===== src/include/atps_pkg.sv =====
// package: register map, field layout, structs and timing constants of the converter config block
package atps_pkg;

	// ****************************************
	// register map (word index, byte address = index * 4)
	// ****************************************
	localparam int ADDR_W = 16;
	localparam logic [13:0] IDX_PIN_LOW = 14'h2040;
	localparam logic [13:0] IDX_PIN_MID = 14'h2041;
	localparam logic [13:0] IDX_PIN_HIGH = 14'h2042;
	localparam logic [13:0] IDX_TIMING = 14'h2055;
	localparam logic [13:0] IDX_REF = 14'h2056;
	localparam logic [13:0] IDX_CLK = 14'h2057;
	localparam logic [13:0] IDX_STATUS = 14'h2058;

	// reset values and writable-bit masks (reserved bits read zero)
	localparam logic [7:0] RST_PIN = 8'h00;
	localparam logic [7:0] RST_TIMING = 8'h7f;
	localparam logic [7:0] RST_REF = 8'h00;
	localparam logic [7:0] RST_CLK = 8'h00;
	localparam logic [7:0] MASK_PIN = 8'hff;
	localparam logic [7:0] MASK_TIMING = 8'h7f;
	localparam logic [7:0] MASK_REF = 8'h1f;
	localparam logic [7:0] MASK_CLK = 8'hf3;

	// ****************************************
	// field positions
	// ****************************************
	localparam int REF_SRC_BIT = 4;
	localparam int REF_LVL_BIT = 3;
	localparam int REF_CH_LSB = 1;
	localparam int OFS_MODE_BIT = 0;
	localparam int WNUM_LSB = 2;
	localparam int COMP_BIAS_BIT = 0;
	localparam int AMP_BIAS_BIT = 1;
	localparam int FILTER_BIT = 7;
	localparam int GAP_BIT = 6;
	localparam int SDEL_LSB = 4;
	localparam int CKDIV_LSB = 0;
	localparam int STAT_BUSY_BIT = 0;
	localparam int STAT_CCLK_BIT = 1;

	// ****************************************
	// timing constants
	// ****************************************
	localparam int PLL_HZ = 48_000_000;
	localparam int CONV_HZ_0 = 3_000_000;
	localparam int CONV_HZ_1 = 2_000_000;
	localparam int CONV_HZ_2 = 1_500_000;
	localparam int CONV_HZ_3 = 1_000_000;
	localparam logic [5:0] HALF_0 = 6'(PLL_HZ / (2 * CONV_HZ_0));
	localparam logic [5:0] HALF_1 = 6'(PLL_HZ / (2 * CONV_HZ_1));
	localparam logic [5:0] HALF_2 = 6'(PLL_HZ / (2 * CONV_HZ_2));
	localparam logic [5:0] HALF_3 = 6'(PLL_HZ / (2 * CONV_HZ_3));
	localparam logic [5:0] WAIT_BASE = 6'h03;
	localparam logic [5:0] SDEL_0 = 6'h00;
	localparam logic [5:0] SDEL_1 = 6'h02;
	localparam logic [5:0] SDEL_2 = 6'h04;
	localparam logic [5:0] SDEL_3 = 6'h08;

	// axi responses
	localparam logic [1:0] RESP_OKAY = 2'h0;
	localparam logic [1:0] RESP_SLVERR = 2'h2;

	// ****************************************
	// carriers
	// ****************************************
	typedef struct packed {
		logic filter_en;
		logic comp_bias_hi;
		logic amp_bias_hi;
		logic ref_source_sel;
		logic ref_level_sel;
		logic [1:0] internal_ref_channel;
		logic offset_cancel_open;
	} atps_analog_cfg_s;

	typedef struct packed {
		logic [4:0] post_sample_wait_count;
		logic sample_compare_gap;
		logic [1:0] sample_delay_sel;
		logic [1:0] conv_clock_div_sel;
	} atps_timing_s;

endpackage


===== src/design/atps_clk_div.sv =====
// conversion clock divider working off the pll clock tick
`timescale 1ns/1ps
module atps_clk_div (
	input wire logic sys_clk,
	input wire logic resetn,
	input wire logic pll_tick,
	input wire logic [1:0] div_sel,
	output logic conv_clk,
	output logic conv_tick
);
	logic [5:0] half_cnt_reg;
	logic [5:0] half_lim;
	logic conv_clk_reg;
	logic conv_tick_reg;

	// half-period length per select code
	always_comb begin
		case (div_sel)
			2'h0: half_lim = atps_pkg::HALF_0;
			2'h1: half_lim = atps_pkg::HALF_1;
			2'h2: half_lim = atps_pkg::HALF_2;
			default: half_lim = atps_pkg::HALF_3;
		endcase
	end

	// >= so a smaller ratio chosen mid-period cannot run the counter away
	always_ff @(posedge sys_clk) begin
		if (!resetn) begin
			half_cnt_reg <= 6'h00;
			conv_clk_reg <= 1'b0;
			conv_tick_reg <= 1'b0;
		end else begin
			conv_tick_reg <= 1'b0;
			if (pll_tick) begin
				if (half_cnt_reg + 6'h01 >= half_lim) begin
					half_cnt_reg <= 6'h00;
					conv_clk_reg <= ~conv_clk_reg;
					conv_tick_reg <= ~conv_clk_reg; // pulse on rising edge
				end else begin
					half_cnt_reg <= half_cnt_reg + 6'h01;
				end
			end
		end
	end

	assign conv_clk = conv_clk_reg;
	assign conv_tick = conv_tick_reg;
endmodule


===== src/design/atps_seq.sv =====
// post-sample wait counter that releases the compare phase
`timescale 1ns/1ps
module atps_seq (
	input wire logic sys_clk,
	input wire logic resetn,
	input wire logic conv_tick,
	input wire logic sample_done,
	input wire atps_pkg::atps_timing_s timing,
	output logic compare_start,
	output logic busy
);
	typedef enum logic [1:0] {
		ATPS_IDLE = 2'b01,
		ATPS_WAIT = 2'b10
	} atps_seq_state_e;

	atps_seq_state_e state_reg;
	logic [5:0] cnt_reg;
	logic [5:0] sdel;
	logic [5:0] total;
	logic start_reg;

	// sample delay lookup and total wait in conversion clocks
	always_comb begin
		case (timing.sample_delay_sel)
			2'h0: sdel = atps_pkg::SDEL_0;
			2'h1: sdel = atps_pkg::SDEL_1;
			2'h2: sdel = atps_pkg::SDEL_2;
			default: sdel = atps_pkg::SDEL_3;
		endcase
		total = atps_pkg::WAIT_BASE + {1'b0, timing.post_sample_wait_count} + sdel
			+ {5'h00, timing.sample_compare_gap};
	end

	// a sample end while already waiting is ignored
	always_ff @(posedge sys_clk) begin
		if (!resetn) begin
			state_reg <= ATPS_IDLE;
			cnt_reg <= 6'h00;
			start_reg <= 1'b0;
		end else begin
			start_reg <= 1'b0;
			case (state_reg)
				ATPS_IDLE: begin
					if (sample_done) begin
						cnt_reg <= total;
						state_reg <= ATPS_WAIT;
					end
				end
				ATPS_WAIT: begin
					if (conv_tick) begin
						if (cnt_reg == 6'h01) begin
							start_reg <= 1'b1;
							state_reg <= ATPS_IDLE;
						end else begin
							cnt_reg <= cnt_reg - 6'h01;
						end
					end
				end
				default: state_reg <= ATPS_IDLE;
			endcase
		end
	end

	assign compare_start = start_reg;
	assign busy = (state_reg == ATPS_WAIT);
endmodule


===== src/design/atps_top.sv =====
// converter timing, reference and pin-select configuration block with axi4-lite registers
//
// Summary of operation
// - reference source bit 4 picks supply (0) or internal precision reference (1).
// - reference level bit 3 picks lower (0) or higher (1) internal level.
// - bits 2..1 choose one of four rising levels for the internal channel.
// - bit 0 low cancels comparator offset after sampling; high opens all switches.
// - wait three plus post-sample wait count conversion clocks before converting.
// - bias bit 0 drives comparator, bit 1 amplifier; one means doubled current.
// - clock control bit 7 inserts input resistor filter; default off.
// - gap bit 6 adds one conversion clock between sampling and compare.
// - bits 5..4 give sample delay of 0, 2, 4 or 8 conversion clocks.
// - bits 1..0 select conversion clock of 3, 2, 1.5 or 1 MHz.
// - first pin-select register bit n enables analog channel n, 0..7.
// - second and third registers enable channels 8..15 and 16..23.
// - a selected pin is forced to input direction automatically.
// - conversion clock divides down from the 48 MHz pll clock.
//
// Our own choice: the AXI4-Lite register port.
`timescale 1ns/1ps
module atps_top #(
	parameter int PIN_COUNT = 24
) (
	input wire logic sys_clk,
	input wire logic resetn,
	// axi4-lite slave
	input wire logic [atps_pkg::ADDR_W-1:0] s_axi_awaddr,
	input wire logic s_axi_awvalid,
	output logic s_axi_awready,
	input wire logic [31:0] s_axi_wdata,
	input wire logic [3:0] s_axi_wstrb,
	input wire logic s_axi_wvalid,
	output logic s_axi_wready,
	output logic [1:0] s_axi_bresp,
	output logic s_axi_bvalid,
	input wire logic s_axi_bready,
	input wire logic [atps_pkg::ADDR_W-1:0] s_axi_araddr,
	input wire logic s_axi_arvalid,
	output logic s_axi_arready,
	output logic [31:0] s_axi_rdata,
	output logic [1:0] s_axi_rresp,
	output logic s_axi_rvalid,
	input wire logic s_axi_rready,
	// pll clock and converter core
	input wire logic pll_tick,
	input wire logic sample_done,
	output atps_pkg::atps_analog_cfg_s analog_cfg,
	output atps_pkg::atps_timing_s timing_cfg,
	output logic conv_clk,
	output logic conv_tick,
	output logic compare_start,
	// pin multiplexer
	output logic [PIN_COUNT-1:0] pin_analog_en,
	output logic [PIN_COUNT-1:0] pin_force_input
);

	// ****************************************
	// storage
	// ****************************************

	// pin selects kept as an indexed array of byte registers
	logic [7:0] pin_sel_reg [3];
	logic [7:0] timing_reg;
	logic [7:0] ref_reg;
	logic [7:0] clk_reg;

	// axi slave state
	logic aw_got_reg;
	logic w_got_reg;
	logic [13:0] aw_idx_reg;
	logic [7:0] w_byte_reg;
	logic w_en_reg;
	logic awready_reg;
	logic wready_reg;
	logic bvalid_reg;
	logic [1:0] bresp_reg;
	logic arready_reg;
	logic rvalid_reg;
	logic [31:0] rdata_reg;
	logic [1:0] rresp_reg;
	logic [31:0] rdata_next;
	logic [1:0] rresp_next;
	logic wr_hit;
	logic do_write;

	// config carriers and helper outputs
	atps_pkg::atps_analog_cfg_s analog_cfg_reg;
	atps_pkg::atps_timing_s timing_cfg_reg;
	logic [PIN_COUNT-1:0] pin_en_reg;
	logic [PIN_COUNT-1:0] pin_in_reg;
	logic seq_busy;
	logic seq_start;
	logic div_clk;
	logic div_tick;

	// ****************************************
	// axi write channel
	// ****************************************

	// address and data are taken in either order, then committed together
	assign do_write = aw_got_reg && w_got_reg && !bvalid_reg;

	// write address acceptance
	always_ff @(posedge sys_clk) begin
		if (!resetn) begin
			aw_got_reg <= 1'b0;
			aw_idx_reg <= 14'h0000;
			awready_reg <= 1'b0;
		end else begin
			if (s_axi_awvalid && awready_reg) begin
				aw_got_reg <= 1'b1;
				aw_idx_reg <= s_axi_awaddr[atps_pkg::ADDR_W-1:2];
				awready_reg <= 1'b0;
			end else if (do_write) begin
				aw_got_reg <= 1'b0;
			end else if (!aw_got_reg && !bvalid_reg) begin
				awready_reg <= 1'b1; // ready returns only after the response is taken
			end
		end
	end

	// write data acceptance; only the low byte lane carries register data
	always_ff @(posedge sys_clk) begin
		if (!resetn) begin
			w_got_reg <= 1'b0;
			w_byte_reg <= 8'h00;
			w_en_reg <= 1'b0;
			wready_reg <= 1'b0;
		end else begin
			if (s_axi_wvalid && wready_reg) begin
				w_got_reg <= 1'b1;
				w_byte_reg <= s_axi_wdata[7:0];
				w_en_reg <= s_axi_wstrb[0];
				wready_reg <= 1'b0;
			end else if (do_write) begin
				w_got_reg <= 1'b0;
			end else if (!w_got_reg && !bvalid_reg) begin
				wready_reg <= 1'b1;
			end
		end
	end

	// decode of the latched write address
	always_comb begin
		case (aw_idx_reg)
			atps_pkg::IDX_PIN_LOW,
			atps_pkg::IDX_PIN_MID,
			atps_pkg::IDX_PIN_HIGH,
			atps_pkg::IDX_TIMING,
			atps_pkg::IDX_REF,
			atps_pkg::IDX_CLK,
			atps_pkg::IDX_STATUS: wr_hit = 1'b1;
			default: wr_hit = 1'b0;
		endcase
	end

	// write response; unmapped addresses answer slverr
	always_ff @(posedge sys_clk) begin
		if (!resetn) begin
			bvalid_reg <= 1'b0;
			bresp_reg <= atps_pkg::RESP_OKAY;
		end else begin
			if (do_write) begin
				bvalid_reg <= 1'b1;
				bresp_reg <= wr_hit ? atps_pkg::RESP_OKAY : atps_pkg::RESP_SLVERR;
			end else if (bvalid_reg && s_axi_bready) begin
				bvalid_reg <= 1'b0;
			end
		end
	end

	// ****************************************
	// register file
	// ****************************************

	// byte registers
	// reserved bits are masked so they always read back as zero
	always_ff @(posedge sys_clk) begin
		if (!resetn) begin
			timing_reg <= atps_pkg::RST_TIMING;
			ref_reg <= atps_pkg::RST_REF;
			clk_reg <= atps_pkg::RST_CLK;
		end else if (do_write && w_en_reg) begin
			case (aw_idx_reg)
				atps_pkg::IDX_TIMING: timing_reg <= w_byte_reg & atps_pkg::MASK_TIMING;
				atps_pkg::IDX_REF: ref_reg <= w_byte_reg & atps_pkg::MASK_REF;
				atps_pkg::IDX_CLK: clk_reg <= w_byte_reg & atps_pkg::MASK_CLK;
				default: ;
			endcase
		end
	end

	always_ff @(posedge sys_clk) begin
		if (!resetn) begin
			pin_sel_reg[0] <= atps_pkg::RST_PIN;
			pin_sel_reg[1] <= atps_pkg::RST_PIN;
			pin_sel_reg[2] <= atps_pkg::RST_PIN;
		end else if (do_write && w_en_reg) begin
			case (aw_idx_reg)
				atps_pkg::IDX_PIN_LOW: pin_sel_reg[0] <= w_byte_reg;
				atps_pkg::IDX_PIN_MID: pin_sel_reg[1] <= w_byte_reg;
				atps_pkg::IDX_PIN_HIGH: pin_sel_reg[2] <= w_byte_reg;
				default: ;
			endcase
		end
	end

	// ****************************************
	// axi read channel
	// ****************************************

	// read mux; status shows the live sequencer and divider state
	always_comb begin
		rdata_next = 32'h0000_0000;
		rresp_next = atps_pkg::RESP_OKAY;
		case (s_axi_araddr[atps_pkg::ADDR_W-1:2])
			atps_pkg::IDX_PIN_LOW: rdata_next[7:0] = pin_sel_reg[0];
			atps_pkg::IDX_PIN_MID: rdata_next[7:0] = pin_sel_reg[1];
			atps_pkg::IDX_PIN_HIGH: rdata_next[7:0] = pin_sel_reg[2];
			atps_pkg::IDX_TIMING: rdata_next[7:0] = timing_reg;
			atps_pkg::IDX_REF: rdata_next[7:0] = ref_reg;
			atps_pkg::IDX_CLK: rdata_next[7:0] = clk_reg;
			atps_pkg::IDX_STATUS: begin
				rdata_next[atps_pkg::STAT_BUSY_BIT] = seq_busy;
				rdata_next[atps_pkg::STAT_CCLK_BIT] = div_clk;
			end
			default: rresp_next = atps_pkg::RESP_SLVERR;
		endcase
	end

	// one read at a time, answered on the same edge that takes the address
	always_ff @(posedge sys_clk) begin
		if (!resetn) begin
			arready_reg <= 1'b0;
			rvalid_reg <= 1'b0;
			rdata_reg <= 32'h0000_0000;
			rresp_reg <= atps_pkg::RESP_OKAY;
		end else begin
			if (s_axi_arvalid && arready_reg) begin
				arready_reg <= 1'b0;
				rvalid_reg <= 1'b1;
				rdata_reg <= rdata_next;
				rresp_reg <= rresp_next;
			end else if (rvalid_reg && s_axi_rready) begin
				rvalid_reg <= 1'b0;
			end else if (!rvalid_reg) begin
				arready_reg <= 1'b1;
			end
		end
	end

	// ****************************************
	// analog configuration outputs
	// ****************************************

	// fields are re-registered so the core sees flop outputs only
	always_ff @(posedge sys_clk) begin
		if (!resetn) begin
			analog_cfg_reg <= '0;
		end else begin
			analog_cfg_reg.ref_source_sel <= ref_reg[atps_pkg::REF_SRC_BIT];
			analog_cfg_reg.ref_level_sel <= ref_reg[atps_pkg::REF_LVL_BIT];
			analog_cfg_reg.internal_ref_channel <= ref_reg[atps_pkg::REF_CH_LSB +: 2];
			analog_cfg_reg.offset_cancel_open <= ref_reg[atps_pkg::OFS_MODE_BIT];
			analog_cfg_reg.comp_bias_hi <= timing_reg[atps_pkg::COMP_BIAS_BIT];
			analog_cfg_reg.amp_bias_hi <= timing_reg[atps_pkg::AMP_BIAS_BIT];
			analog_cfg_reg.filter_en <= clk_reg[atps_pkg::FILTER_BIT];
		end
	end

	// timing fields for the sequencer and divider
	always_ff @(posedge sys_clk) begin
		if (!resetn) begin
			timing_cfg_reg <= '0;
		end else begin
			timing_cfg_reg.post_sample_wait_count <= timing_reg[atps_pkg::WNUM_LSB +: 5];
			timing_cfg_reg.sample_compare_gap <= clk_reg[atps_pkg::GAP_BIT];
			timing_cfg_reg.sample_delay_sel <= clk_reg[atps_pkg::SDEL_LSB +: 2];
			timing_cfg_reg.conv_clock_div_sel <= clk_reg[atps_pkg::CKDIV_LSB +: 2];
		end
	end

	// ****************************************
	// pin multiplexer control
	// ****************************************

	// one flop pair per channel, lsb of each byte is its lowest channel
	for (genvar n = 0; n < PIN_COUNT; n++) begin : g_pin
		always_ff @(posedge sys_clk) begin
			if (!resetn) begin
				pin_en_reg[n] <= 1'b0;
				pin_in_reg[n] <= 1'b0;
			end else begin
				pin_en_reg[n] <= pin_sel_reg[n / 8][n % 8];
				pin_in_reg[n] <= pin_sel_reg[n / 8][n % 8];
			end
		end
	end

	// ****************************************
	// conversion clock and timing
	// ****************************************

	atps_clk_div u_clk_div (
		.sys_clk(sys_clk),
		.resetn(resetn),
		.pll_tick(pll_tick),
		.div_sel(timing_cfg_reg.conv_clock_div_sel),
		.conv_clk(div_clk),
		.conv_tick(div_tick)
	);

	atps_seq u_seq (
		.sys_clk(sys_clk),
		.resetn(resetn),
		.conv_tick(div_tick),
		.sample_done(sample_done),
		.timing(timing_cfg_reg),
		.compare_start(seq_start),
		.busy(seq_busy)
	);

	// ****************************************
	// output assignments
	// ****************************************

	// all straight from flops
	assign s_axi_awready = awready_reg;
	assign s_axi_wready = wready_reg;
	assign s_axi_bvalid = bvalid_reg;
	assign s_axi_bresp = bresp_reg;
	assign s_axi_arready = arready_reg;
	assign s_axi_rvalid = rvalid_reg;
	assign s_axi_rdata = rdata_reg;
	assign s_axi_rresp = rresp_reg;
	assign analog_cfg = analog_cfg_reg;
	assign timing_cfg = timing_cfg_reg;
	assign conv_clk = div_clk;
	assign conv_tick = div_tick;
	assign compare_start = seq_start;
	assign pin_analog_en = pin_en_reg;
	assign pin_force_input = pin_in_reg;

endmodule


===== config.mk =====
export PLATFORM = sky130hd
export DESIGN_NAME = atps_top
export DESIGN_NICKNAME = d
export VERILOG_FILES = /design/src/include/atps_pkg.sv /design/src/design/atps_clk_div.sv /design/src/design/atps_seq.sv /design/src/design/atps_top.sv
export SDC_FILE = /design/constraint.sdc
export NUM_CORES = 1
export LEC_CHECK = 0
export ABC_AREA = 1
export BUFFER_PORTS_ARGS = -buffer_cell sky130_fd_sc_hd__buf_2
export CORE_UTILIZATION = 50
export DETAILED_ROUTE_END_ITERATION = 16
export GPL_TIMING_DRIVEN = 0
export PLACE_DENSITY = 0.78
export SYNTH_ARGS = -nofsm -noshare
export SYNTH_HDL_FRONTEND = slang
export SYNTH_SLANG_ARGS = --single-unit

===== constraint.sdc =====
create_clock -name sys_clk -period 2.2 [get_ports sys_clk]
set_input_delay 0.22 -clock sys_clk [delete_from_list [all_inputs] [get_ports sys_clk]]
set_output_delay 0.22 -clock sys_clk [all_outputs]
set_load 0.01 [all_outputs]

==> impl_metrics.json <==
{
  "worst-slew-pin-transition_ns": 0.808,
  "place_ws_ns": -0.201,
  "clock-root-buffer": "sky130_fd_sc_hd__clkbuf_16",
  "slew-limit-headroom_pct": 45.8,
  "fin_total_pwr_mw": 6.08,
  "cts.clk_slew.worst_paths_ns": 0.06,
  "setup_slack_ns": 0.193,
  "power.leakage_nw": 4.01,
  "cts_setup_buffers": 0,
  "detailroute.via_count": 5433,
  "rsz0062_at_grt": "no",
  "cellPowerDensity_nw_per_um2": 775,
  "cts_inserted_buffers": 17,
  "grt_pass1_wl_mm": 23.3,
  "worst-endpoint-required_ns": 2.55,
  "boundaryPins": 187,
  "initial_util_pct": 52.0,
  "period_minus_slack_ns": 2.01,
  "drcViolationCount": 0,
  "critical_path_arrival_ns": 2.36,
  "gr-usage-all-layers_pct": 23.4,
  "antenna_left": 0,
  "max_cap_violations": 0,
  "routability_congestion_estimate": 0.909,
  "irDropWorstVdd_mv": 0.503,
  "seq_area_frac_synth_pct": 48.4,
  "area_growth_pct": 24.1,
  "final_hold_viol_count": 0,
  "hold-worst-slack_ns": 0.0459,
  "fraction_of_layout_cells_with_a_size_suffix_above_1_pct": 27.0,
  "gate_count_post_synth": 771,
  "floorplan.rows": 40,
  "first_global_vias": 4828,
  "area_of_the_mapped_netlist_um2": 6320,
  "synth.yosys.warnings": 0,
  "mostFrequentLayoutCells": "131 x sky130_fd_sc_hd__buf_2, 130 x sky130_fd_sc_hd__nand2_1, 117 x sky130_fd_sc_hd__dfxtp_1, 106 x sky130_fd_sc_hd__inv_1, 78 x sky130_fd_sc_hd__nor2_1",
  "buffer_ports.inserted": 128,
  "syn-mean-instance-area_um2": 8.20,
  "hp-class": "in -> reg",
  "avgViaCountPerCell": 4.83,
  "clock_tree.buffer_depth": 2,
  "core_area_um2": 12200,
  "finalNetCount": 1036,
  "detail_route.first_pass.iterations": 5,
  "horiz_die_dim_um": 114,
  "route.final.wire_length_mm": 14.5,
  "most_common_cell_after_layout_fill_and_taps_aside": "sky130_fd_sc_hd__buf_2",
  "setup_viol_count_final": 0,
  "max_slew_violation_count": 0,
  "critical_path_class": "reg -> reg",
  "clock_latency_at_the_later_pin_of_the_worst_skew_pair_ns": 0.42,
  "drt-wirelength-per-cell_um": 12.9,
  "yosys.cell_types.count": 42,
  "htree_num_levels": 4,
  "timing.critical_path.from_type": "flip-flop",
  "maximum_number_of_pins_on_one_net_before_global_route_repair": 17,
  "dp_hpwl_mm": 10.8,
  "overflow_left_after_global_routing": 0,
  "synth-seq-cells": 141,
  "cts_tree": "done",
  "diodes": 0,
  "fmaxAchievable_mhz": 498,
  "number_of_antenna_violations_at_the_first_check_in_global_routing": 0,
  "numClockSinks": 141,
  "skew_ns": 0.00774,
  "final.fill_count": 1079,
  "end_kind": "flip-flop",
  "crit_path_max_fanout": 3,
  "status": "finished, final reports clean",
  "die_area_um2": 13100,
  "post_route_fraction_of_the_period_consumed_by_the_critical_path_pct": 91.2,
  "die_h_um": 114,
  "drtIter0Drc": 485
}
[metal layers]
layer	global-route usage (%)	share of wire, %	vias up
met5	0	0	-
met4	7.45	1.7	0
met3	5.98	8.3	22
met2	38.7	47	216
met1	30.1	43	2452
li1	-	-	2743
[area by class of cell]
class / instances / area [um2] / share of cell area [%]
Multi-Input combinational cell: 468 / 2450 / 31.2
Buffer: 72 / 492 / 6.27
Clock buffer: 26 / 500 / 6.38
Clock inverter: 6 / 61.3 / 0.781
Timing Repair Buffer: 128 / 641 / 8.16
Sequential cell: 141 / 3060 / 39.0
Inverter: 115 / 433 / 5.52
Tap cell: 168 / 210 / 2.68
[metrics by stage]
step / std cells / area [um2] / utilization, % / TNS (ns)
2_1_floorplan: 796 / 6420 / - / 0
3_3_place_gp: 1092 / 7270 / 59.8 / -3.01
3_5_place_dp: 1092 / 7270 / 59.8 / -4.08
4_1_cts: 1124 / 7830 / 64.4 / 0
5_1_grt: 1124 / 7850 / 64.5 / 0
6_report: 1124 / 7850 / 64.5 / 0
[path summary, 6_finish.rpt]
check                                         to  slack, ns  cells past startpoint           from
worst min register to register     analog_cfg[4]       0.45                      2     ref_reg[4]
worst max register to register  u_seq.cnt_reg[5]       0.19                     11  timing_cfg[3]
worst min-delay path                s_axi_rvalid       0.05                      4   s_axi_rready
worst max-delay path            u_seq.cnt_reg[5]       0.19                     11  timing_cfg[3]
[Yosys cell counts, drive strengths merged]
master | count | share of area [%]
nand2 | 132 | 7.9
a211oi | 1 | 0.12
a21oi | 46 | 3.8
o21ai | 57 | 4.5
edfxtp | 24 | 11
nand3b | 1 | 0.32
clkbuf | 10 | 0.59
nand3 | 54 | 4.4
a21o | 1 | 0.12
nor4 | 2 | 0.53
fa | 1 | 0.32
xnor2 | 2 | 0.28
buf | 62 | 7.2
conb | 1 | 0.059
a31oi | 4 | 0.40
nand4 | 15 | 1.8
or2 | 2 | 0.20
o21a | 1 | 0.14
clkinv | 3 | 0.20
nor3 | 6 | 0.71
nor2 | 88 | 6.0
o211ai | 8 | 1.5
inv | 112 | 6.6
xor2 | 6 | 0.83
dfxtp | 117 | 37
ha | 15 | 3.0
[worst max-delay path, stage by stage, from the launching register on]
cell                      delay (ns)
sky130_fd_sc_hd__dfxtp_1        0.32
sky130_fd_sc_hd__inv_1          0.07
sky130_fd_sc_hd__nand2_1        0.06
sky130_fd_sc_hd__ha_1           0.26
sky130_fd_sc_hd__inv_1          0.06
sky130_fd_sc_hd__ha_2           0.17
sky130_fd_sc_hd__inv_1          0.05
sky130_fd_sc_hd__fa_2           0.34
sky130_fd_sc_hd__or2_4          0.26
sky130_fd_sc_hd__a21oi_2        0.11
sky130_fd_sc_hd__o21ai_0        0.08
sky130_fd_sc_hd__a31oi_1        0.16
[cell families after synthesis]
logic type | Yosys count | share of synthesized area [%]
simple gates | 300 | 21.9
compound gates | 118 | 10.6
xor+xnor | 8 | 1.11
other cells | 1 | 0.0593
fa+ha+maj | 16 | 3.29
buf+inv | 187 | 14.6
flops | 141 | 48.4
[where the power goes]
part	switching [mW]	total [mW]	internal, mW	leakage (nW)
Combinational	0.345	0.571	0.225	2.53
Clock	1.04	2.71	1.68	0.273
Sequential	0.0664	2.80	2.73	1.21
Total	1.45	6.08	4.63	4.01
[repair_timing]
action                                 in CTS  in global routing
resized for setup                           3                  6
setup endpoints to repair                  24                 17
endpoints found under the hold margin       0                  0
hold buffers                                0                  0
No activity file was read; power rests on OpenSTA's default activity.
